`src/core/txfr_pkg.sv`:
```
// constants shared by the transmit frame readout block
// assumes a word-wide fifo store and an apb register bus with 32-bit data
package txfr_pkg;

    // ========================================================
    // fifo geometry
    localparam int          TXFR_PTR_W        = 12;
    localparam int          TXFR_HDR_WORDS    = 3;   // length word plus two command words
    localparam int          TXFR_NW_W         = 18;

    // ========================================================
    // first command word fields
    localparam int          TXFR_A_IGMP       = 29;
    localparam int          TXFR_A_ICMP       = 28;
    localparam int          TXFR_A_LSO        = 27;
    localparam int          TXFR_A_IPCS       = 26;
    localparam int          TXFR_A_L4CS       = 25;
    localparam int          TXFR_A_TAGINS     = 24;
    localparam int          TXFR_A_TAGREP     = 23;
    localparam int          TXFR_A_FCSPAD     = 22;

    // ========================================================
    // check limits
    localparam logic [13:0] TXFR_MSS_MIN      = 14'h0008;
    localparam logic [9:0]  TXFR_HDR_MAX      = 10'h100;
    localparam logic [15:0] TXFR_LEN_LO_MAX   = 16'h2ff7;
    localparam logic [19:0] TXFR_LEN_MIN_RAW  = 20'h00020;
    localparam logic [15:0] TXFR_TAG_TYPE_DEF = 16'h8100;
    localparam logic [TXFR_NW_W-1:0] TXFR_TAG_WORD_IDX = 18'h00003;

    // ========================================================
    // register map, byte addresses
    localparam logic [7:0]  TXFR_OFS_ERRSTAT  = 8'h00;
    localparam logic [7:0]  TXFR_OFS_CONFIG   = 8'h04;
    localparam logic [7:0]  TXFR_OFS_ALT_TYPE = 8'h08;
    localparam logic [7:0]  TXFR_OFS_STATE    = 8'h0c;
    localparam int          TXFR_STS_ERR      = 0;
    localparam int          TXFR_CFG_STALLDIS = 0;
    localparam int          TXFR_ALT_EN       = 16;
    localparam logic        TXFR_RST_STALLDIS = 1'b0;
    localparam logic [15:0] TXFR_RST_ALT_TYPE = 16'h8100;

    typedef enum logic [2:0] {
        TXFR_IDLE,
        TXFR_CMDA,
        TXFR_CMDB,
        TXFR_DATA,
        TXFR_DONE,
        TXFR_HALT
    } txfr_st_t;

endpackage

```
`src/core/txfr_readout.sv`:
```
// transmit fifo readout: strips header words, checks commands, handles tags,
// streams the frame to the mac and obeys rewind and release requests.
// assumes an asynchronous-read fifo store on the same clock and a mac that
// takes a word when mac_valid_o and mac_ready_i are both high.
//
// Our own choices: the register offsets and register access over APB.
`timescale 1ns/1ps

module txfr_readout
    import txfr_pkg::*;
(
    // clock and reset
    input  wire logic                  mclk_i,
    input  wire logic                  arst_n_i,
    // apb slave
    input  wire logic                  psel_i,
    input  wire logic                  penable_i,
    input  wire logic                  pwrite_i,
    input  wire logic [7:0]            paddr_i,
    input  wire logic [31:0]           pwdata_i,
    output logic      [31:0]           prdata_o,
    output logic                       pready_o,
    output logic                       pslverr_o,
    // fifo store read side
    output logic      [TXFR_PTR_W-1:0] fifo_rd_addr_o,
    input  wire logic [31:0]           fifo_rd_data_i,
    input  wire logic [TXFR_PTR_W-1:0] fifo_wr_ptr_i,
    output logic      [TXFR_PTR_W-1:0] fifo_free_ptr_o,
    // offload engine report
    input  wire logic                  lso_hdr_vld_i,
    input  wire logic [9:0]            lso_hdr_size_i,
    // mac frame data
    output logic                       mac_valid_o,
    input  wire logic                  mac_ready_i,
    output logic      [31:0]           mac_data_o,
    output logic      [3:0]            mac_be_o,
    output logic                       mac_last_o,
    // mac sideband
    output logic                       mac_fcs_pad_o,
    output logic                       mac_ip_csum_o,
    output logic                       mac_l4_csum_o,
    output logic                       mac_icmp_csum_o,
    output logic                       mac_igmp_csum_o,
    // mac buffer requests
    input  wire logic                  frame_rewind_request_i,
    input  wire logic                  frame_release_request_i,
    // host facing status
    output logic                       transmit_error_flag_o,
    output logic                       bulk_out_stall_o
);

    // ========================================================
    // helpers
    function automatic logic [TXFR_NW_W-1:0] nwords(input logic [19:0] len);
        logic [20:0] s;
        s = {1'b0, len} + 21'h000003;
        return s[19:2];
    endfunction

    function automatic logic [3:0] last_be(input logic [1:0] lsb);
        logic [3:0] be;
        be = 4'hf;
        case (lsb)
            2'h1:    be = 4'h1;
            2'h2:    be = 4'h3;
            2'h3:    be = 4'h7;
            default: be = 4'hf;
        endcase
        return be;
    endfunction

    // first byte on the wire sits in bits 7:0
    function automatic logic [31:0] tag_word(input logic [15:0] ty, input logic [15:0] tag);
        return {tag[7:0], tag[15:8], ty[7:0], ty[15:8]};
    endfunction

    // ========================================================
    // state
    typedef struct packed {
        txfr_st_t              st;
        logic [TXFR_PTR_W-1:0] rd_ptr;
        logic [TXFR_PTR_W-1:0] start_ptr;
        logic [31:0]           cmd_a;
        logic [31:0]           cmd_b;
        logic [TXFR_NW_W-1:0]  widx;
        logic                  tag_done;
        logic                  out_v;
        logic [31:0]           out_d;
        logic [3:0]            out_be;
        logic                  out_last;
        logic                  err;
        logic                  stall;
        logic                  stall_dis;
        logic                  alt_en;
        logic [15:0]           alt_type;
        logic [31:0]           prdata;
        logic                  pready;
        logic                  pslverr;
    } txfr_state_t;

    txfr_state_t s_q;
    txfr_state_t s_d;

    logic                  word_avail;
    logic                  out_free;
    logic                  large_send_offload_enable;
    logic [13:0]           max_segment_size;
    logic                  cmd_err;
    logic                  hdr_err;
    logic [TXFR_NW_W-1:0]  nw;
    logic [15:0]           tag_type;
    logic [31:0]           ins_word;
    logic                  is_tagged;
    logic                  at_tag_slot;
    logic                  is_last;
    logic                  wr_go;
    logic [31:0]           rd_val;
    logic                  rd_hit;

    always_comb
    begin
        word_avail  = s_q.rd_ptr != fifo_wr_ptr_i;
        out_free    = !s_q.out_v || mac_ready_i;
        large_send_offload_enable         = s_q.cmd_a[TXFR_A_LSO];
        max_segment_size         = fifo_rd_data_i[29:16];
        nw          = nwords(s_q.cmd_a[19:0]);
        // checks run while the second command word is on the fifo port
        cmd_err     = (large_send_offload_enable ? (max_segment_size < TXFR_MSS_MIN) : (max_segment_size != 14'h0000))
                    | (!large_send_offload_enable && s_q.cmd_a[19:16] != 4'h0)
                    | (!large_send_offload_enable && s_q.cmd_a[15:0] > TXFR_LEN_LO_MAX)
                    | (s_q.cmd_a[19:0] < TXFR_LEN_MIN_RAW
                       && !s_q.cmd_a[TXFR_A_FCSPAD])
                    | (s_q.cmd_a[TXFR_A_TAGREP] && !s_q.cmd_a[TXFR_A_TAGINS])
                    | (s_q.cmd_a[31:30] != 2'h0)
                    | (s_q.cmd_a[21:20] != 2'h0)
                    | (fifo_rd_data_i[31:30] != 2'h0);
        hdr_err     = large_send_offload_enable && lso_hdr_vld_i && lso_hdr_size_i > TXFR_HDR_MAX
                    && (s_q.st == TXFR_DATA || s_q.st == TXFR_DONE);
        tag_type    = s_q.alt_en ? s_q.alt_type : TXFR_TAG_TYPE_DEF;
        ins_word    = tag_word(tag_type, s_q.cmd_b[15:0]);
        // a frame counts as tagged by either type the block knows
        is_tagged   = tag_word(TXFR_TAG_TYPE_DEF, 16'h0000) ==
                          {16'h0000, fifo_rd_data_i[15:0]}
                    || tag_word(s_q.alt_type, 16'h0000) ==
                          {16'h0000, fifo_rd_data_i[15:0]};
        at_tag_slot = s_q.cmd_a[TXFR_A_TAGINS] && !s_q.tag_done
                    && s_q.widx == TXFR_TAG_WORD_IDX;
        is_last     = s_q.widx == nw - 18'h00001;
        wr_go       = psel_i && penable_i && s_q.pready && pwrite_i;
        rd_hit      = 1'b1;
        case (paddr_i)
            TXFR_OFS_ERRSTAT:  rd_val = {31'h0, s_q.err};
            TXFR_OFS_CONFIG:   rd_val = {31'h0, s_q.stall_dis};
            TXFR_OFS_ALT_TYPE: rd_val = {15'h0, s_q.alt_en, s_q.alt_type};
            TXFR_OFS_STATE:    rd_val = {4'h0, s_q.st, s_q.stall,
                                         s_q.start_ptr, s_q.rd_ptr};
            default:
            begin
                rd_val = 32'h0;
                rd_hit = 1'b0;
            end
        endcase
    end

    // ========================================================
    // next state
    always_comb
    begin
        s_d = s_q;

        // apb: one wait cycle, read data lands as pready rises, a write lands at the edge after
        s_d.pready  = psel_i && penable_i && !s_q.pready;
        s_d.pslverr = 1'b0;
        if (psel_i && penable_i && !s_q.pready)
        begin
            s_d.prdata  = pwrite_i ? 32'h0 : rd_val;
            s_d.pslverr = !rd_hit;
        end
        if (wr_go && paddr_i == TXFR_OFS_CONFIG)
            s_d.stall_dis = pwdata_i[TXFR_CFG_STALLDIS];
        if (wr_go && paddr_i == TXFR_OFS_ALT_TYPE)
        begin
            s_d.alt_type = pwdata_i[15:0];
            s_d.alt_en   = pwdata_i[TXFR_ALT_EN];
        end
        // write one to clear; a new error in the same cycle still wins below
        if (wr_go && paddr_i == TXFR_OFS_ERRSTAT && pwdata_i[TXFR_STS_ERR])
            s_d.err = 1'b0;

        if (s_q.out_v && mac_ready_i)
            s_d.out_v = 1'b0;

        case (s_q.st)
            TXFR_IDLE:
            begin
                if (word_avail)
                begin
                    s_d.rd_ptr = s_q.rd_ptr + 12'h001;
                    s_d.st     = TXFR_CMDA;
                end
            end
            TXFR_CMDA:
            begin
                if (word_avail)
                begin
                    s_d.cmd_a  = fifo_rd_data_i;
                    s_d.rd_ptr = s_q.rd_ptr + 12'h001;
                    s_d.st     = TXFR_CMDB;
                end
            end
            TXFR_CMDB:
            begin
                if (word_avail)
                begin
                    s_d.cmd_b    = fifo_rd_data_i;
                    s_d.rd_ptr   = s_q.rd_ptr + 12'h001;
                    s_d.widx     = '0;
                    s_d.tag_done = 1'b0;
                    s_d.st       = cmd_err ? TXFR_HALT : TXFR_DATA;
                    if (cmd_err)
                        s_d.err = 1'b1;
                end
            end
            TXFR_DATA:
            begin
                if (out_free && word_avail)
                begin
                    s_d.out_v = 1'b1;
                    if (at_tag_slot)
                    begin
                        s_d.out_d    = ins_word;
                        s_d.out_be   = 4'hf;
                        s_d.out_last = 1'b0;
                        s_d.tag_done = 1'b1;
                        // replace consumes the old tag, insert keeps it behind
                        if (s_q.cmd_a[TXFR_A_TAGREP] && is_tagged)
                        begin
                            s_d.rd_ptr   = s_q.rd_ptr + 12'h001;
                            s_d.widx     = s_q.widx + 18'h00001;
                            s_d.out_last = is_last;
                            s_d.out_be   = is_last ? last_be(s_q.cmd_a[1:0]) : 4'hf;
                            s_d.st       = is_last ? TXFR_DONE : TXFR_DATA;
                        end
                    end
                    else
                    begin
                        s_d.out_d    = fifo_rd_data_i;
                        s_d.out_be   = is_last ? last_be(s_q.cmd_a[1:0]) : 4'hf;
                        s_d.out_last = is_last;
                        s_d.rd_ptr   = s_q.rd_ptr + 12'h001;
                        s_d.widx     = s_q.widx + 18'h00001;
                        if (is_last)
                            s_d.st = TXFR_DONE;
                    end
                end
            end
            TXFR_DONE:
            begin
                s_d.st = TXFR_DONE;
            end
            TXFR_HALT:
            begin
                // out of sync: stays here until device reset
                s_d.st = TXFR_HALT;
            end
            default:
            begin
                s_d.st = TXFR_IDLE;
            end
        endcase

        if (s_q.st == TXFR_DATA || s_q.st == TXFR_DONE)
        begin
            if (hdr_err)
            begin
                s_d.err   = 1'b1;
                s_d.out_v = 1'b0;
                s_d.st    = TXFR_HALT;
            end
            else if (frame_release_request_i)
            begin
                s_d.start_ptr = s_q.start_ptr + 12'(TXFR_HDR_WORDS)
                              + nw[TXFR_PTR_W-1:0];
                s_d.rd_ptr    = s_q.start_ptr + 12'(TXFR_HDR_WORDS)
                              + nw[TXFR_PTR_W-1:0];
                s_d.st        = TXFR_IDLE;
            end
            else if (frame_rewind_request_i)
            begin
                // header words were checked once; replay data only
                s_d.rd_ptr   = s_q.start_ptr + 12'(TXFR_HDR_WORDS);
                s_d.widx     = '0;
                s_d.tag_done = 1'b0;
                s_d.out_v    = 1'b0;
                s_d.st       = TXFR_DATA;
            end
        end

        s_d.stall = s_d.err && !s_q.stall_dis;
    end

    always_ff @(posedge mclk_i or negedge arst_n_i)
    begin
        if (!arst_n_i)
        begin
            s_q           <= '0;
            s_q.st        <= TXFR_IDLE;
            s_q.stall_dis <= TXFR_RST_STALLDIS;
            s_q.alt_type  <= TXFR_RST_ALT_TYPE;
        end
        else
        begin
            s_q <= s_d;
        end
    end

    // ========================================================
    // outputs
    assign prdata_o              = s_q.prdata;
    assign pready_o              = s_q.pready;
    assign pslverr_o             = s_q.pslverr;
    assign fifo_rd_addr_o        = s_q.rd_ptr;
    assign fifo_free_ptr_o       = s_q.start_ptr;
    assign mac_valid_o           = s_q.out_v;
    assign mac_data_o            = s_q.out_d;
    assign mac_be_o              = s_q.out_be;
    assign mac_last_o            = s_q.out_last;
    // checksum engine behind the mac applies the ipv6 and tunnel limits
    assign mac_fcs_pad_o         = s_q.cmd_a[TXFR_A_FCSPAD];
    assign mac_ip_csum_o         = s_q.cmd_a[TXFR_A_IPCS];
    assign mac_l4_csum_o         = s_q.cmd_a[TXFR_A_L4CS];
    assign mac_icmp_csum_o       = s_q.cmd_a[TXFR_A_ICMP];
    assign mac_igmp_csum_o       = s_q.cmd_a[TXFR_A_IGMP];
    assign transmit_error_flag_o = s_q.err;
    assign bulk_out_stall_o      = s_q.stall;

endmodule

```
`config.mk`:
```
export PLATFORM = sky130hd
export DESIGN_NAME = txfr_readout
export DESIGN_NICKNAME = d
export VERILOG_FILES = /design/src/core/txfr_pkg.sv /design/src/core/txfr_readout.sv
export SDC_FILE = /design/constraint.sdc
export NUM_CORES = 1
export LEC_CHECK = 0
export ABC_CLOCK_PERIOD_IN_PS = 6900
export BUFFER_PORTS_ARGS = -buffer_cell sky130_fd_sc_hd__buf_2
export CORE_MARGIN = 2
export CORE_UTILIZATION = 40
export DETAILED_ROUTE_END_ITERATION = 6
export PLACE_DENSITY = 0.67
export SETUP_SLACK_MARGIN = 0.4
export SYNTH_ARGS = -nofsm -noshare
export SYNTH_HDL_FRONTEND = slang
export SYNTH_SLANG_ARGS = --single-unit
```
`constraint.sdc`:
```
create_clock -name mclk_i -period 6.9 [get_ports mclk_i]
set_input_delay 2.07 -clock mclk_i [delete_from_list [all_inputs] [get_ports mclk_i]]
set_output_delay 2.07 -clock mclk_i [all_outputs]
set_load 0.02 [all_outputs]
```
## Word-level counts from Yosys, hierarchy flattened

Index checks and enable logic that the tools add are counted.

- Equal/unequal tests: 16
- Bitwise logic cells: 8
- Mux-type cells: 46
- Reductions and logical operators: 44
- Add/subtract/negate cells: 6
- $lt $le $gt $ge: 4

Operators by type and width:

| cell | number |
|---|---|
| $mux 15 | 8 |
| $pmux 28 s4 | 1 |
| $mux 20 | 3 |
| $mux 57 | 1 |
| $pmux 12 s4 | 1 |
| $mux 19 | 2 |
| $mux 38 | 1 |
| $pmux 19 s2 | 1 |
| $mux 37 | 1 |
| $mux 18 | 2 |
| $mux 32 | 1 |
| $mux 27 | 1 |
| $mux 24 | 1 |
| $logic_and 1x1->1 | 21 |
| $add 20x2->20 const B | 1 |
| $lt 20x6->1 const B | 1 |
| $add 18x1->18 const B | 1 |
| $eq 18x18->1 | 1 |
| $eq 18x2->1 const B | 1 |
| $pmux 3 s6 | 1 |
| $sub 18x1->18 const B | 1 |
| $eq 16x16->1 | 1 |
| $eq 8x16->1 const A | 1 |
| $eq 8x4->1 const B | 2 |
| other kinds (32) | 68 |

- Logic and storage cells: 143
- Bits of input ports: 103
- Register bits: 186
- Output and inout port bits: 103

## Depth between registers and ports, before layout

- Word-level depth: 16
- Depth in mapped cells: 17
- Mapped depth without buffers: 15

## Worst setup path before layout

Ideal clock, no wire load.

- Kind: input to register
- Start: in paddr_i[5]
- End: reg s_q[39] in the netlist's numbering
- Slack: 2.541 ns
- Arrival: 4.234 ns
- Buffers on the path: 1
- Library setup time: 0.125 ns
- Stages: 6
- Data required time: 6.775 ns
- Cell sequence: nor4_1 > nand2_1 > or3_1 > nor3b_1 > clkbuf_1 > mux2_2

- Longest elaborated chain between the ends: 2

Ends and longest elaborated chain:

| what | line | text |
|---|---|---|
| from (decl) | txfr_readout.sv:19 | `input wire logic [7:0] paddr_i,` |
| $eq 8x4->1 | txfr_readout.sv:181 | `if (wr_go && paddr_i == TXFR_OFS_ALT_TYPE)` |
| $logic_and 1x1->1 | txfr_readout.sv:181 |  |
| to (decl) | txfr_readout.sv:101 | `txfr_state_t s_q;` |

No other way between the ends.
A chain may end at the register's enable or synchronous reset.

==> results.md <==
- Outcome: finished clean
- Max IR drop VDD: 201.8 uV
- First-pass GRT wire length: 52.17 mm
- Largest buffer count on any clock path: 2
- Max Fclk: 215.5 MHz
- WHS Endpoint: prdata_o[12]$_DFFE_PN0P_
- Postcts setup bufs: 0
- Main synth FF type: dfrtp_1
- Final cycle utilization of the critical path: 67.27%
- Multiplexer area fraction after synthesis: 9.967%
- Post-layout util: 44.47%
- Storage element area: 0.004557 mm^2
- Layout area overhead: 9.924%
- DRC Markers: 0
- Filler cell count: 2797
- Initial core utilization: 40.45%
- Cells after Synth: 1229
- Synth warn: 0
- CP Capture Type: flip-flop
- Final-report max-slew violation count: 0
- Inserted Diodes: 0
- Post-synthesis compound-gate area fraction: 13.37%
- Worst EP arrival: 5.00 ns
- Worst Hold Class: reg2reg
- Worst Setup Start Kind: input pin
- Most frequent cells in the layout: buf_2 (185), dfrtp_1 (180), nand2_1 (127)
- Clk root buf: clkbuf_16
- Synth unique cells: 76
- Hold_sp: prdata_o[12]$_DFFE_PN0P_
- Sequential area share after synthesis: 39.46%
- Die Height: 173.9 um
- DR iter-0 viols: 754
- Die W: 173.9 um
- DR vias: 9468
- Setup Viol. Count Final: 0
- Share of the synthesized area in the top cell type: 39.00%
- WS Path Type: in2reg
- R2R Path Start: s_q[143]$_DFFE_PN0P_
- Worst-path clk slew: 0.08 ns
- Final hold violations: 0
- # placed instances: 1656
- Setup_tns: 0 ns
- TritonCTS clock tree: built
- Worst setup margin: 2.259 ns
- Max Cap Viol: 0
- Synthesized area: 0.01155 mm^2
- Core Footprint: 0.02855 mm^2
- Row count: 62
- Crit Reg-Reg Endpoint: s_q[199]$_DFF_PN0_
- Post-synthesis register bit count: 182
- Clock Latency Late Sink: 0.44 ns
- Final min period: 4.641 ns
- DR pass1 iterations: 6
- Ys async rst share: 100.0%
- Initial antenna violation count: 1
- Post-Route WL: 33.09 mm
- Max-slew headroom: 20.50%
- Area occupied by multi-input gates: 0.005971 mm^2
- CTS Hold Bufs: 0
- RSZ-0062 raised after global routing: no
- Final Wtd Congestion: 0.9319
- Routed Antenna Nets: 0
- Largest net degree at the start of global routing: 71
- IO buf count: 186
- Worst-Margin Slew: 1.190 ns
- H-Tree Depth: 4
- WL per Instance: 19.60 um
- Area contributors post-synth: dfrtp_1 (39%), buf_4 (6.2%), mux2_2 (6.0%)
- DP Wirelength: 24.67 mm
- Clock Sinks: 182
- Adder-Cell Fraction of Synth Area: 2.015%
- Synth Area in Simple Gates: 18.49%
- Worst hold path stage count: 2
- Main combinational cell family by area after synthesis: simple AND/OR/NAND/NOR gates
- Yosys top cell by area: dfrtp_1
- Syn avg cell area: 9.397 um^2
- Post-CTS sizing: 0
- Number of synthesized flops with an enable pin: 0
- R2R depth: 15
- Setup Skew: 0.01447 ns
- Place WS: 1.968 ns
- GRT Total Usage: 22.05%
- Leakage: 0.005814 uW
- Number of global-route vias before repair: 9203
- Vias/cell: 5.609
- Req. time, crit path: 7.26 ns
- Die ar.: 0.03025 mm^2
- Most common cell after layout, fill and taps aside: buf_2
- Layout cells sized above 1: 24.54%
- Worst setup path startpoint: fifo_rd_data_i[10]
- Total gr overflow: 0
- Final-stage net count: 1412
- Setup slack, reg-to-reg: 2.33 ns
- PwrDens: 441.7 mW/mm^2
- Io pins: 206
- Non-filler cells in the finished layout: 1688
- CTS buffer count: 17
- Synth Area in XOR/XNOR: 7.530%
- Worst Path Max Fanout: 8
-- kinds of logic (layout without fill, tap and decap cells) --
group,count (synthesis),in the layout
simple gates,408,408
compound gates,237,237
buf+inv,184,256
flops,182,182
mux,106,106
xor+xnor,93,93
fa+ha+maj,18,18
other cells,1,4
-- per-stage QoR --
stage | power [uW] | hold WS, ns | area (um^2)
floorplan | 4034 | 0.4162 | 11560
global placement | 4555 | 0.4460 | 12120
detailed placement | 4624 | 0.4649 | 12120
CTS | 5606 | 0.4786 | 12690
global route | 5990 | 0.4962 | 12690
finish | 5608 | 0.4756 | 12690
-- metal layers --
metal  track usage, %  wire length [um]  part of all wire [%]
met1            29.56             14280                    43
met2            35.92             15440                    47
met3            4.921              2664                   8.1
met5                0                10                 0.030
met4            6.268               694                   2.1
-- worst max-delay path: stages --
cell and delay [ns]:
buf_2 0.17, xor2_1 0.16, nor4_1 0.42, nand4_1 0.20, a31o_2 0.35, nor4_1 0.55
and3_1 0.37, nand2_1 0.19, or3_1 0.35, a21oi_1 0.16
-- cell usage after synthesis, drive strengths merged, types with 9 or more instances --
cell type / count
a21o: 10
a21oi: 38
a22o: 12
a31oi: 25
and3: 18
buf: 105
clkbuf: 49
dfrtp: 180
ha: 17
inv: 30
mux2: 62
mux2i: 43
nand2: 127
nand3: 34
nand4: 22
nor2: 69
nor2b: 21
nor3: 22
nor4: 31
o211ai: 9
o21ai: 82
or2: 12
or3: 12
xnor2: 45
xor2: 44
-- where the power goes --
part / internal [uW] / switching (uW)
sequential: 1390 / 474
combinational: 1150 / 1630
clock: 503 / 460
-- worst max-delay path by stage --
stage	endpoint	slack, ns	cells after the start
2_1_floorplan	s_q[39]$_DFFE_PN0P_	2.54	6
3_3_place_gp	s_q[109]$_DFF_PN0_	2.00	10
3_5_place_dp	s_q[109]$_DFF_PN0_	1.97	10
4_1_cts	s_q[109]$_DFF_PN0_	2.37	10
5_1_grt	mac_be_o[2]$_DFFE_PN0P_	2.05	15
6_report	s_q[104]$_DFF_PN0_	2.26	10
-- final cells by class --
| class | instances | share of cell area [%] |
|---|---|---|
| multi-input combinational | 866 | 47.03 |
| inverter | 30 | 0.8870 |
| sequential | 182 | 35.90 |
| timing repair buffer | 194 | 7.855 |
| clock inverter | 12 | 0.8673 |
| clock buffer | 20 | 3.676 |
| tap | 384 | 3.785 |
-- flip-flops by register name (all words and copies together), names as in the netlist --
name                       count
transmit_error_flag_o          1
s_q                           66
mac_ip_csum_o                  1
mac_data_o                    32
mac_be_o                       4
mac_l4_csum_o                  1
large_send_offload_enable      1
pslverr_o                      1
ins_word                      16
mac_icmp_csum_o                1
fifo_rd_addr_o                12
prdata_o                      28
mac_valid_o                    1
fifo_free_ptr_o               12
pready_o                       1
mac_igmp_csum_o                1
bulk_out_stall_o               1
mac_last_o                     1
mac_fcs_pad_o                  1
Power figures use the tool's default switching activity.
